[config.mk]
export PLATFORM = sky130hd
export DESIGN_NAME = ext_bus_if
export DESIGN_NICKNAME = d
export VERILOG_FILES = /design/src/ext_bus_pkg.sv /design/src/ext_bus_if.sv
export SDC_FILE = /design/constraint.sdc
export NUM_CORES = 1
export LEC_CHECK = 0
export BUFFER_PORTS_ARGS = -buffer_cell sky130_fd_sc_hd__buf_4
export CAP_MARGIN = 5
export CORE_ASPECT_RATIO = 1.75
export CORE_MARGIN = 5
export CORE_UTILIZATION = 58
export DETAILED_ROUTE_END_ITERATION = 7
export PLACE_DENSITY_LB_ADDON = 0.1
export SYNTH_ARGS = -nofsm -noshare
export SYNTH_HDL_FRONTEND = slang
export SYNTH_SLANG_ARGS = --single-unit
[constraint.sdc]
create_clock -name ref_clk -period 3.7 [get_ports ref_clk]
set_clock_uncertainty 0.15 [all_clocks]
set_input_delay 0.37 -clock ref_clk [delete_from_list [all_inputs] [get_ports ref_clk]]
set_output_delay 0.37 -clock ref_clk [all_outputs]
set_load 0.02 [all_outputs]
[src/ext_bus_pkg.sv]
// constants and carrier types for the external memory bus interface
// assumes a single 100 MHz clock and an Avalon-MM register slave
`default_nettype none
package ext_bus_pkg;
    // register byte offsets
    localparam logic [4:0] OFS_CTRL   = 5'h00;
    localparam logic [4:0] OFS_ADDR   = 5'h04;
    localparam logic [4:0] OFS_WDATA  = 5'h08;
    localparam logic [4:0] OFS_CMD    = 5'h0C;
    localparam logic [4:0] OFS_STATUS = 5'h10;
    localparam logic [4:0] OFS_RDATA  = 5'h14;
    // field positions
    localparam int CTRL_SINGLE = 0;
    localparam int CTRL_MUX    = 1;
    localparam int CMD_GO      = 0;
    localparam int CMD_WRITE   = 1;
    localparam int CMD_WORD    = 2;
    localparam int CMD_CS_LO   = 4;
    localparam int STS_BUSY    = 0;
    localparam int STS_HOLD    = 1;
    localparam int STS_MICRO   = 2;
    localparam int STS_BYTE    = 3;
    localparam int STS_DONE    = 4;
    localparam int STS_WAIT    = 5;
    localparam int ADDR_W      = 20;
    localparam int DATA_W      = 16;
    localparam int CS_N        = 4;

    // one-hot bus sequencer states
    typedef enum logic [3:0] {
        ST_IDLE = 4'h1,
        ST_ADDR = 4'h2,
        ST_STRB = 4'h4,
        ST_HOLD = 4'h8
    } bus_state_e;

    // device pins; address and data have their enables beside them, ctlOe covers strobes and chip selects
    typedef struct packed {
        logic [ADDR_W-1:0] addrOut;
        logic              addrOe;
        logic [DATA_W-1:0] dataOut;
        logic [1:0]        dataOe;     // per byte lane
        logic [CS_N-1:0]   chipSelectN;
        logic              readStrobeN;
        logic              lowByteStoreStrobeN;  // single write strobe in single mode
        logic              highByteStoreStrobeN; // upper byte enable in single mode
        logic              addrLatch;
        logic              ctlOe;      // enables strobes and chip selects
        logic              holdAcknowledgeN;
    } ext_pins_s;

    typedef struct packed {
        bus_state_e        fsm;
        logic              modeTaken;
        logic              microMode;
        logic              singleStrobe;
        logic              muxBus;
        logic [ADDR_W-1:0] addr;
        logic [DATA_W-1:0] wdata;
        logic [DATA_W-1:0] rdata;
        logic [1:0]        csSel;
        logic              isWrite;
        logic              wordAcc;
        logic              pend;
        logic              done;
        logic              waitReq;
        logic [31:0]       avsRdata;
        ext_pins_s         pins;
    } core_s;

    localparam ext_pins_s PINS_IDLE = '{
        chipSelectN: '1, readStrobeN: 1'b1, lowByteStoreStrobeN: 1'b1,
        highByteStoreStrobeN: 1'b1, holdAcknowledgeN: 1'b1, default: '0};
    localparam core_s CORE_RESET = '{
        fsm: ST_IDLE, waitReq: 1'b1, pins: PINS_IDLE, default: '0};
endpackage
`default_nettype wire

[src/ext_bus_if.sv]
// external memory bus interface: register slave plus bus cycle sequencer
// assumes synchronous pin inputs and an Avalon-MM master with waitrequest
`timescale 1ns/100ps
`default_nettype none
module ext_bus_if (
    input  wire logic                  ref_clk,
    input  wire logic                  rst,
    input  wire logic [4:0]            avs_address,
    input  wire logic                  avs_read,
    input  wire logic                  avs_write,
    input  wire logic [31:0]           avs_writedata,
    input  wire logic [3:0]            avs_byteenable,
    output logic [31:0]                avs_readdata,
    output logic                       avs_waitrequest,
    input  wire logic                  processorModeSelect,
    input  wire logic                  busWidthSelect,
    input  wire logic                  holdRequestN,
    input  wire logic                  waitRequestN,
    input  wire logic [15:0]           extDataIn,
    output ext_bus_pkg::ext_pins_s     extPins
);
    import ext_bus_pkg::*;

    core_s       s_r;
    core_s       s_nxt;
    logic [31:0] regView;
    logic [31:0] beMask;
    logic [31:0] merged;
    logic        busy;
    logic        wrTake;
    logic        word16;
    logic        laneLo;
    logic        laneHi;

    // outputs straight from the state register
    assign avs_readdata    = s_r.avsRdata;
    assign avs_waitrequest = s_r.waitReq;
    assign extPins         = s_r.pins;

    // register read view and byte-enable merge
    always_comb begin
        regView = '0;
        busy = s_r.pend || (s_r.fsm != ST_IDLE && s_r.fsm != ST_HOLD);
        unique case (avs_address)
            OFS_CTRL: begin
                regView[CTRL_SINGLE] = s_r.singleStrobe;
                regView[CTRL_MUX]    = s_r.muxBus;
            end
            OFS_ADDR:  regView[ADDR_W-1:0] = s_r.addr;
            OFS_WDATA: regView[DATA_W-1:0] = s_r.wdata;
            OFS_CMD: begin
                regView[CMD_GO]         = s_r.pend;
                regView[CMD_WRITE]      = s_r.isWrite;
                regView[CMD_WORD]       = s_r.wordAcc;
                regView[CMD_CS_LO +: 2] = s_r.csSel;
            end
            OFS_STATUS: begin
                regView[STS_BUSY]  = busy;
                regView[STS_HOLD]  = (s_r.fsm == ST_HOLD);
                regView[STS_MICRO] = s_r.microMode;
                regView[STS_BYTE]  = busWidthSelect;
                regView[STS_DONE]  = s_r.done;
                regView[STS_WAIT]  = (s_r.fsm == ST_STRB) && !waitRequestN;
            end
            OFS_RDATA: regView[DATA_W-1:0] = s_r.rdata;
            default:   regView = '0;
        endcase
        beMask = {{8{avs_byteenable[3]}}, {8{avs_byteenable[2]}},
                  {8{avs_byteenable[1]}}, {8{avs_byteenable[0]}}};
        merged = (regView & ~beMask) | (avs_writedata & beMask);
        wrTake = avs_write && !s_r.waitReq;
    end

    // next state: bus slave, mode capture, sequencer, pins
    always_comb begin
        s_nxt = s_r;
        // one wait cycle, then a single ready cycle per request
        s_nxt.waitReq = 1'b1;
        if ((avs_read || avs_write) && s_r.waitReq) begin
            s_nxt.waitReq  = 1'b0;
            s_nxt.avsRdata = regView;
        end
        if (wrTake) begin
            unique case (avs_address)
                OFS_CTRL: begin
                    if (!busy) begin
                        s_nxt.singleStrobe = merged[CTRL_SINGLE];
                        s_nxt.muxBus       = merged[CTRL_MUX];
                    end
                end
                OFS_ADDR:  s_nxt.addr  = merged[ADDR_W-1:0];
                OFS_WDATA: s_nxt.wdata = merged[DATA_W-1:0];
                OFS_CMD: begin
                    // no external cycles in single-chip mode
                    if (!busy && s_r.microMode && merged[CMD_GO]) begin
                        s_nxt.pend    = 1'b1;
                        s_nxt.isWrite = merged[CMD_WRITE];
                        s_nxt.wordAcc = merged[CMD_WORD];
                        s_nxt.csSel   = merged[CMD_CS_LO +: 2];
                    end
                end
                OFS_STATUS: begin
                    if (avs_writedata[STS_DONE] && avs_byteenable[0]) begin
                        s_nxt.done = 1'b0; // write one to clear
                    end
                end
                default: ;
            endcase
        end
        // mode pin caught once after reset
        if (!s_r.modeTaken) begin
            s_nxt.modeTaken = 1'b1;
            s_nxt.microMode = processorModeSelect;
        end
        // 8-bit bus never makes a word access
        word16 = s_r.wordAcc && !busWidthSelect && !s_r.addr[0];
        unique case (s_r.fsm)
            ST_IDLE: begin
                if (s_r.microMode && !holdRequestN) begin
                    s_nxt.fsm = ST_HOLD;
                end else if (s_r.pend) begin
                    s_nxt.fsm  = ST_ADDR;
                    s_nxt.pend = 1'b0;
                end
            end
            ST_ADDR: s_nxt.fsm = ST_STRB;
            ST_STRB: begin
                if (waitRequestN) begin
                    s_nxt.fsm  = ST_IDLE;
                    s_nxt.done = 1'b1; // set beats a clear
                    if (!s_r.isWrite) begin
                        if (word16) begin
                            s_nxt.rdata = extDataIn;
                        end else if (!busWidthSelect && s_r.addr[0]) begin
                            s_nxt.rdata = {8'h00, extDataIn[15:8]};
                        end else begin
                            s_nxt.rdata = {8'h00, extDataIn[7:0]};
                        end
                    end
                end
            end
            ST_HOLD: begin
                if (holdRequestN) begin
                    s_nxt.fsm = ST_IDLE;
                end
            end
        endcase
        // pins follow the next state so they line up with s_r.fsm
        s_nxt.pins = PINS_IDLE;
        word16 = s_nxt.wordAcc && !busWidthSelect && !s_nxt.addr[0];
        laneHi = word16 || (!busWidthSelect && s_nxt.addr[0]);
        laneLo = word16 || busWidthSelect || !s_nxt.addr[0];
        // acknowledge hold and float address, data, strobes and chip selects
        s_nxt.pins.holdAcknowledgeN = (s_nxt.fsm != ST_HOLD);
        s_nxt.pins.ctlOe = s_nxt.microMode && (s_nxt.fsm != ST_HOLD);
        if (s_nxt.fsm == ST_ADDR || s_nxt.fsm == ST_STRB) begin
            s_nxt.pins.addrOut = s_nxt.addr;
            s_nxt.pins.addrOe  = 1'b1;
            // chip select of the chosen space
            s_nxt.pins.chipSelectN[s_nxt.csSel] = 1'b0;
            // upper byte enable on odd address or word access
            if (s_nxt.singleStrobe) begin
                s_nxt.pins.highByteStoreStrobeN = !(s_nxt.addr[0] || word16);
            end
        end
        if (s_nxt.fsm == ST_ADDR) begin
            s_nxt.pins.addrLatch = 1'b1;
            if (s_nxt.muxBus) begin
                s_nxt.pins.dataOe = 2'b01;
                // address on the shared low pins
                if (busWidthSelect) begin
                    s_nxt.pins.dataOut[7:0] = s_nxt.addr[7:0];
                end else begin
                    s_nxt.pins.dataOut[7:0] = s_nxt.addr[8:1];
                end
            end
        end
        if (s_nxt.fsm == ST_STRB) begin
            if (!s_nxt.isWrite) begin
                s_nxt.pins.readStrobeN = 1'b0;
            end else begin
                if (s_nxt.singleStrobe) begin
                    s_nxt.pins.lowByteStoreStrobeN = 1'b0;
                end else begin
                    s_nxt.pins.lowByteStoreStrobeN  = !laneLo;
                    s_nxt.pins.highByteStoreStrobeN = !laneHi;
                end
                // high lane only on a 16-bit bus
                s_nxt.pins.dataOe = {laneHi, laneLo};
                if (laneHi && !laneLo) begin
                    s_nxt.pins.dataOut = {s_nxt.wdata[7:0], 8'h00};
                end else if (busWidthSelect) begin
                    s_nxt.pins.dataOut = {8'h00, s_nxt.wdata[7:0]};
                end else begin
                    s_nxt.pins.dataOut = s_nxt.wdata;
                end
            end
        end
    end

    // state register
    always_ff @(posedge ref_clk) begin
        if (rst) begin
            s_r <= CORE_RESET;
        end else begin
            s_r <= s_nxt;
        end
    end
endmodule
`default_nettype wire

==> results of run 1 <==
power by group through the flow:
stage	Clock [mW]	Sequential (mW)	Combinational (mW)
after floorplan	0	1.51	0.151
after global placement	0	1.52	0.224
after detailed placement	0	1.52	0.226
after CTS	1.82	1.49	0.227
after global routing	1.90	1.49	0.247
final	1.81	1.49	0.231
Yosys cell counts, drive strengths merged, types with 11 or more instances:
cell type,number
buf,93
a31oi,14
nor2,86
mux2i,37
nand3,41
and2,21
a21oi,48
dfxtp,136
clkbuf,33
inv,11
nor3,15
nand2,55
a211oi,24
layer usage:
| layer | global-route usage (%) | vias up | routed length (um) |
|---|---|---|---|
| met4 | 17.29 | 0 | 1073 |
| met2 | 48.93 | 282 | 9787 |
| li1 | - | 2598 | - |
| met5 | 0 | - | 0 |
| met1 | 31.79 | 2594 | 6699 |
| met3 | 5.377 | 49 | 1264 |
worst register-to-register path, cell delays in order (launching register included):
cell and delay, ns:
dfxtp_1 0.55, or3b_2 0.50, o41ai_1 0.51, a221oi_1 0.24
a21oi_1 0.25, mux2i_1 0.20, or3_1 0.39
stage by stage:
stage | total power, mW | instance area [um2]
detailed placement | 1.744 | 6792
finish | 3.525 | 7426
global placement | 1.742 | 6792
CTS | 3.537 | 7426
floorplan | 1.665 | 6407
global route | 3.629 | 7426
sequential cells by signal, indices dropped and copies added (netlist names):
signal,cells
extPins,49
avs_readdata,20
s_r,66
avs_waitrequest,1
kinds of logic (layout without fill, tap and decap cells):
group	after synthesis	in the layout	share of synthesized area, %
flip-flops	136	136	42.77
AO/OA/AOI/OAI	156	156	17.08
AND/OR/NAND/NOR	258	258	19.77
other	1	12	0.05891
multiplexers	43	43	6.879
buffers and inverters	137	178	13.17
XOR/XNOR	2	2	0.2752
cell type report:
class	count	area share (%)
flip-flops and latches	136	36.66
multi-input cells	471	38.40
inverters	11	0.5560
clock inverters	12	2.527
well taps	130	2.190
clock buffers	20	6.015
repair buffers	135	13.65
worst paths after layout:
path	from	endpoint	slack, ns	cells past startpoint
worst max-delay path	s_r[146]$_SDFF_PP0_	extPins[9]$_SDFF_PP1_	0.79	6
worst max register to register	s_r[146]$_SDFF_PP0_	extPins[9]$_SDFF_PP1_	0.79	6
worst min-delay path	processorModeSelect	s_r[142]$_SDFF_PP0_	0.07	3
worst min register to register	s_r[99]$_SDFFE_PP0P_	s_r[99]$_SDFFE_PP0P_	0.31	2
==> summary.md, run 1 <==
| Metric | Value |
|---|---|
| Outcome | `finished, final reports clean` |
| Largest net degree at the start of global routing | `80` |
| CP Data Required Time | `3.84 ns` |
| Setup CP Type | `flop to flop` |
| Synth Cell Area | `~6400 um2` |
| Pwr per Cell Area | `between 400 and 500 nW/um2` |
| Multi-input logic area | `2851 um2` |
| Worst setup slack after layout | `roughly 0.79 ns` |
| Core area | `10760 um2` |
| Post-Route Setup TNS | `0 ns` |
| Worst stage delay on the critical path | `about 0.55 ns` |
| Placed Cells | `approximately 900` |
| Rel. slew slack | `a little over a third` |
| # fillers | `884` |
| CTS HTree Levels | `4` |
| Drt first pass iters | `5` |
| GPL Wtd Cong | `between 0.9 and 1` |
| Die area | `around 13000 um2` |
| Final Slew Violations | `0` |
| CP Buf/Inv Count | `0` |
| Fin crit share | `78.69%` |
| Storage element area | `between 2000 and 3000 um2` |
| Dpl hpwl | `around 14 mm` |
| # diodes | `0` |
| Clock Path Buffers | `2` |
| Fmax | `~340 MHz` |
| Die X | `89.20 um` |
| DRC | `0` |
| Hold WC Path Type | `input port to flop` |
| Via density | `just over 6` |
| CP arrival | `3.05 ns` |
| CTS clock-pin slew for the worst setup and hold paths | `about 0.060 ns` |
| Async SR Flop Fraction | `0%` |
| Sequential fraction of the synthesis area | `between 40% and 50%` |
| Final min period | `~2.9 ns` |
| Setup-failing EPs final | `0` |
| Top-area cell type share of the netlist area | `~43%` |
| Fin cells | `approximately 920` |
| Gr usage total | `approximately 29%` |
| P&R area growth vs syn | `16.65%` |
| #FFs+latches synth | `between 100 and 150` |
| Drt total wl | `roughly 19 mm` |
| Critical Path End Type | `flop` |
| Leading area contributor after synthesis | `dfxtp_1` |
| Num rows | `50` |
| DIE HEIGHT | `roughly 150 um` |
| CP max stage cell | `dfxtp_1` |
| Setup Fix Bufs, Post-CTS | `0` |
| Clk_lat worst skew | `between 0.4 and 0.5 ns` |
| Ports | `~150` |
| Clock power frac | `around half` |
| CTS Buf Count | `17` |
| Post-synthesis cell type count | `66` |
| Core Util, Final | `between 60 and 70%` |
| Worst-path maximum fanout | `11` |
| Fin. Hold Viols | `0` |
| Max-cap violations | `0` |
| DP Worst Slack | `just over 0.7 ns` |
| Sw frac | `between 20% and 30%` |
| Ys Warns | `0` |
| Critical path launch point type | `flop` |
| Hold buffers post-CTS | `0` |
| Net Switching | `about 0.81 mW` |
| Antenna viol nets, final | `0` |
| Post_cts resized | `0` |
| Cell chain of the critical path | `or3b_2 > o41ai_1 > a221oi_1 > a21oi_1 > mux2i_1 > or3_1` |
| Mean Syn Cell Area | `~8.7 um2` |
| Internal power | `2.718 mW` |
| Initial core utilization | `59.16%` |
| Post-Synthesis Cells | `approximately 730` |
| DRT iter0 DRCs | `roughly 490` |
| Root Buffer | `clkbuf_16` |
| Synth area leaders | `dfxtp_1 43%, buf_4 9.9%, mux2i_1 5.8%` |
| Worst vdd ir | `between 0.4 and 0.5 mV` |
| Reg power frac | `between 40% and 50%` |
| CTS tree | `built` |
| Post-synth EDFFs | `0` |
| Final hold slack | `approximately 0.07 ns` |
| Most frequent cells in the layout | `136 x dfxtp_1, 135 x buf_4, 86 x nor2_1` |
| GRT Residual Overflow | `0` |
| Number of global-route vias before repair | `5403` |
| Via count | `roughly 5.5k` |
| Commonest non-fill, non-tap cell in the layout | `dfxtp_1` |
| Layout cells sized above 1 | `between 20% and 30%` |
| Comb power frac | `under 10%` |
| Initial antenna violation count | `0` |
| Port bufs | `121` |
| Delay-heaviest family, CP | `compound AO/OA/AOI/OAI gates` |
| Net count, final | `~840` |
| Pleak | `about 3.0 nW` |
| # clock sinks | `136` |
| WL per Instance | `about 21 um` |
| Worst slew pin tran | `about 0.96 ns` |
| First-pass GRT wire length | `28.37 mm` |
| RSZ-0062 raised after global routing | `false` |
| Ys flop type | `dfxtp_1` |
Note: power is estimated with default switching activity, not from simulation.
==> inputs of run 2 (changes only) <==
CORE_UTILIZATION = 49   (was 58)
clock period = 2.5 ns   (was 3.7 ns; I/O delays follow)
==> summary.md, run 2 (synthesized netlist as in run 1, its figures left out) <==
| Metric | Value |
|---|---|
| Outcome | `finished, final reports clean` |
| Hold WC Path Type | `input port to flop` |
| Root Buffer | `clkbuf_16` |
| Worst vdd ir | `0.4618 mV (+7.2%)` |
| Clock Path Buffers | `2 (unchanged)` |
| Cell chain of the critical path | `buf_6 > or4_4 > or4_4 > a21oi_4 > mux2i_2 > buf_4 > nor2_1` |
| First-pass GRT wire length | `31.11 mm (+9.7%)` |
| Gr usage total | `26.49% (-2.1 points)` |
| Num rows | `55 (+10%)` |
| Fin. Hold Viols | `0 (unchanged)` |
| Port bufs | `121 (unchanged)` |
| Setup CP Type | `flop to flop` |
| Comb power frac | `7.8% (+1.3 points)` |
| Number of flip-flops in the largest register | `66 (unchanged)` |
| Critical path launch point type | `flop` |
| Fin crit share | `97.30% (+19 points)` |
| Internal power | `3.933 mW (+45%)` |
| Ports | `147 (unchanged)` |
| CP max stage cell | `or4_4` |
| Worst-path maximum fanout | `4 (-7)` |
| Fmax | `411.1 MHz (+20%)` |
| Drt total wl | `20.09 mm (+6.7%)` |
| CTS HTree Levels | `4 (unchanged)` |
| Rel. slew slack | `41.26% (+6.0 points)` |
| Max-cap violations | `0 (unchanged)` |
| DRT iter0 DRCs | `321 (-35%)` |
| Pwr per Cell Area | `624.1 nW/um2 (+31%)` |
| Commonest non-fill, non-tap cell in the layout | `buf_4` |
| Core Util, Final | `64.16% (-4.9 points)` |
| Net Switching | `1.220 mW (+51%)` |
| Final min period | `2.432 ns (-0.4791 ns)` |
| Worst setup slack after layout | `0.06755 ns (-0.7209 ns)` |
| Final Slew Violations | `0 (unchanged)` |
| Hold_sp | `extDataIn[7]` |
| Worst slew pin tran | `0.8811 ns (-0.07758 ns)` |
| # fillers | `1127 (+27%)` |
| Reg2Reg Depth | `7 (+1)` |
| Clk_lat worst skew | `0.42 ns (about the same)` |
| Clock power frac | `49.5% (-1.8 points)` |
| Setup-failing EPs final | `0 (unchanged)` |
| GRT Residual Overflow | `0 (unchanged)` |
| Largest net degree at the start of global routing | `80 (unchanged)` |
| Number of global-route vias before repair | `5861 (+8.5%)` |
| DIE HEIGHT | `160.8 um (+8.2%)` |
| Die X | `96.16 um (+7.8%)` |
| Core area | `12870 um2 (+20%)` |
| DRC | `0 (unchanged)` |
| Biggest register | `s_r` |
| CTS tree | `built` |
| CP arrival | `2.55 ns (-0.50 ns)` |
| Worst reg2reg endpoint | `s_r[86]$_SDFF_PP0_` |
| Initial antenna violation count | `0 (unchanged)` |
| # clock sinks | `136 (unchanged)` |
| Die area | `15460 um2 (+17%)` |
| Pleak | `3.452 nW (+15%)` |
| CTS clock-pin slew for the worst setup and hold paths | `0.06 ns (about the same)` |
| Reg2reg setup slack | `0.07 ns (-0.72 ns)` |
| DP Worst Slack | `-0.1704 ns (-0.8790 ns)` |
| Antenna viol nets, final | `0 (unchanged)` |
| Via count | `5749 (+4.1%)` |
| Layout cells sized above 1 | `30.92% (+7.5 points)` |
| Most frequent CP cell | `or4_4` |
| Worst hold path endpoint | `s_r[95]$_SDFFE_PP0P_` |
| Worst stage delay on the critical path | `0.55 ns (about the same)` |
| WL per Instance | `19.29 um (-6.2%)` |
| Net count, final | `923 (+10%)` |
| Sw frac | `23.68% (+0.80 points)` |
| Reg2reg start | `s_r[146]$_SDFF_PP0_` |
| Initial core utilization | `49.47% (-9.7 points)` |
| P&R area growth vs syn | `29.70%` |
| Critical Path End Type | `flop` |
| # diodes | `0 (unchanged)` |
| CP Data Required Time | `2.62 ns (-1.22 ns)` |
| Hold Crit Depth | `3 (unchanged)` |
| Dpl hpwl | `14.94 mm (+6.2%)` |
| Reg power frac | `42.6% (+0.4 points)` |
| CTS Buf Count | `17 (unchanged)` |
| Drt first pass iters | `5 (unchanged)` |
| Most frequent cells in the layout | `200 x buf_4, 134 x dfxtp_1, 86 x nor2_1` |
| Via density | `5.523 (-8.5%)` |
| GPL Wtd Cong | `0.9436 (-2.5%)` |
| RSZ-0062 raised after global routing | `false` |
-- run 2: final cells by class --
cell class	instances	area, um2	share of cell area (%)
inverters	11	41.29	0.5001
well taps	171	214.0	2.591
flip-flops and latches	136	2725	33.00
multi-input cells	471	2934	35.54
repair buffers	221	1743	21.11
clock buffers	18	429.2	5.198
clock inverters	13	170.2	2.061
-- run 2: routing by layer --
metal	GRT usage [%]	wire, um	up-vias	part of all wire [%]
li1	-	-	2765	-
met1	29.82	7580	2738	38
met2	46.40	10670	196	53
met3	4.358	935	50	4.7
met4	13.73	897	0	4.5
met5	0	0	-	0
-- run 2: worst max-delay path by stage --
stage	start	to	slack, ns	depth (start not counted)
after floorplan	s_r[144]$_SDFF_PP1_	extPins[9]$_SDFF_PP1_	0.02	7
after global placement	avs_address[1]	extPins[19]$_SDFF_PP0_	-0.15	7
after detailed placement	avs_address[1]	extPins[12]$_SDFF_PP0_	-0.17	7
after CTS	s_r[146]$_SDFF_PP0_	s_r[86]$_SDFF_PP0_	0.0003	7
after global routing	s_r[146]$_SDFF_PP0_	extPins[6]$_SDFF_PP1_	0.004	7
final	s_r[146]$_SDFF_PP0_	s_r[86]$_SDFF_PP0_	0.07	7
-- run 2: per-stage QoR --
stage / cell area (um2) / TNS, ns / std cells / total power [mW] / hold WS (ns)
finish: 8257 / 0 / 1041 / 5.153 / 0.03870
global route: 8257 / 0 / 1041 / 5.328 / 0.03454
CTS: 8198 / 0 / 1041 / 5.179 / 0.02480
detailed placement: 7393 / -1.445 / 991 / 2.621 / 0.2975
global placement: 7393 / -1.326 / 991 / 2.618 / 0.2916
floorplan: 6411 / 0 / 744 / 2.465 / 0.2519
-- run 2: what timing repair did --
action | CTS | global route
endpoints found under the setup margin | 21 | 24
pin swaps | 0 | 3
setup buffers | 3 | 0
resized for setup | 6 | 11
endpoints found under the hold margin | 13 | 0
hold buffers | 17 | 0
cloned | 0 | 0
-- run 2: critical path: cells and delay by family (launching register included) --
| family | cells | cell delay (ns) |
|---|---|---|
| AO/OA/AOI/OAI | 1 | 0.19 |
| buffers and inverters | 2 | 0.28 |
| flip-flops | 1 | 0.33 |
| multiplexers | 1 | 0.30 |
| AND/OR/NAND/NOR | 3 | 1.04 |
-- run 2: power by group through the flow --
stage | Combinational [mW] | Sequential, mW | Clock, mW
floorplan | 0.224 | 2.24 | 0
global placement | 0.374 | 2.24 | 0
detailed placement | 0.376 | 2.24 | 0
CTS | 0.395 | 2.20 | 2.59
global route | 0.433 | 2.20 | 2.70
finish | 0.404 | 2.20 | 2.55
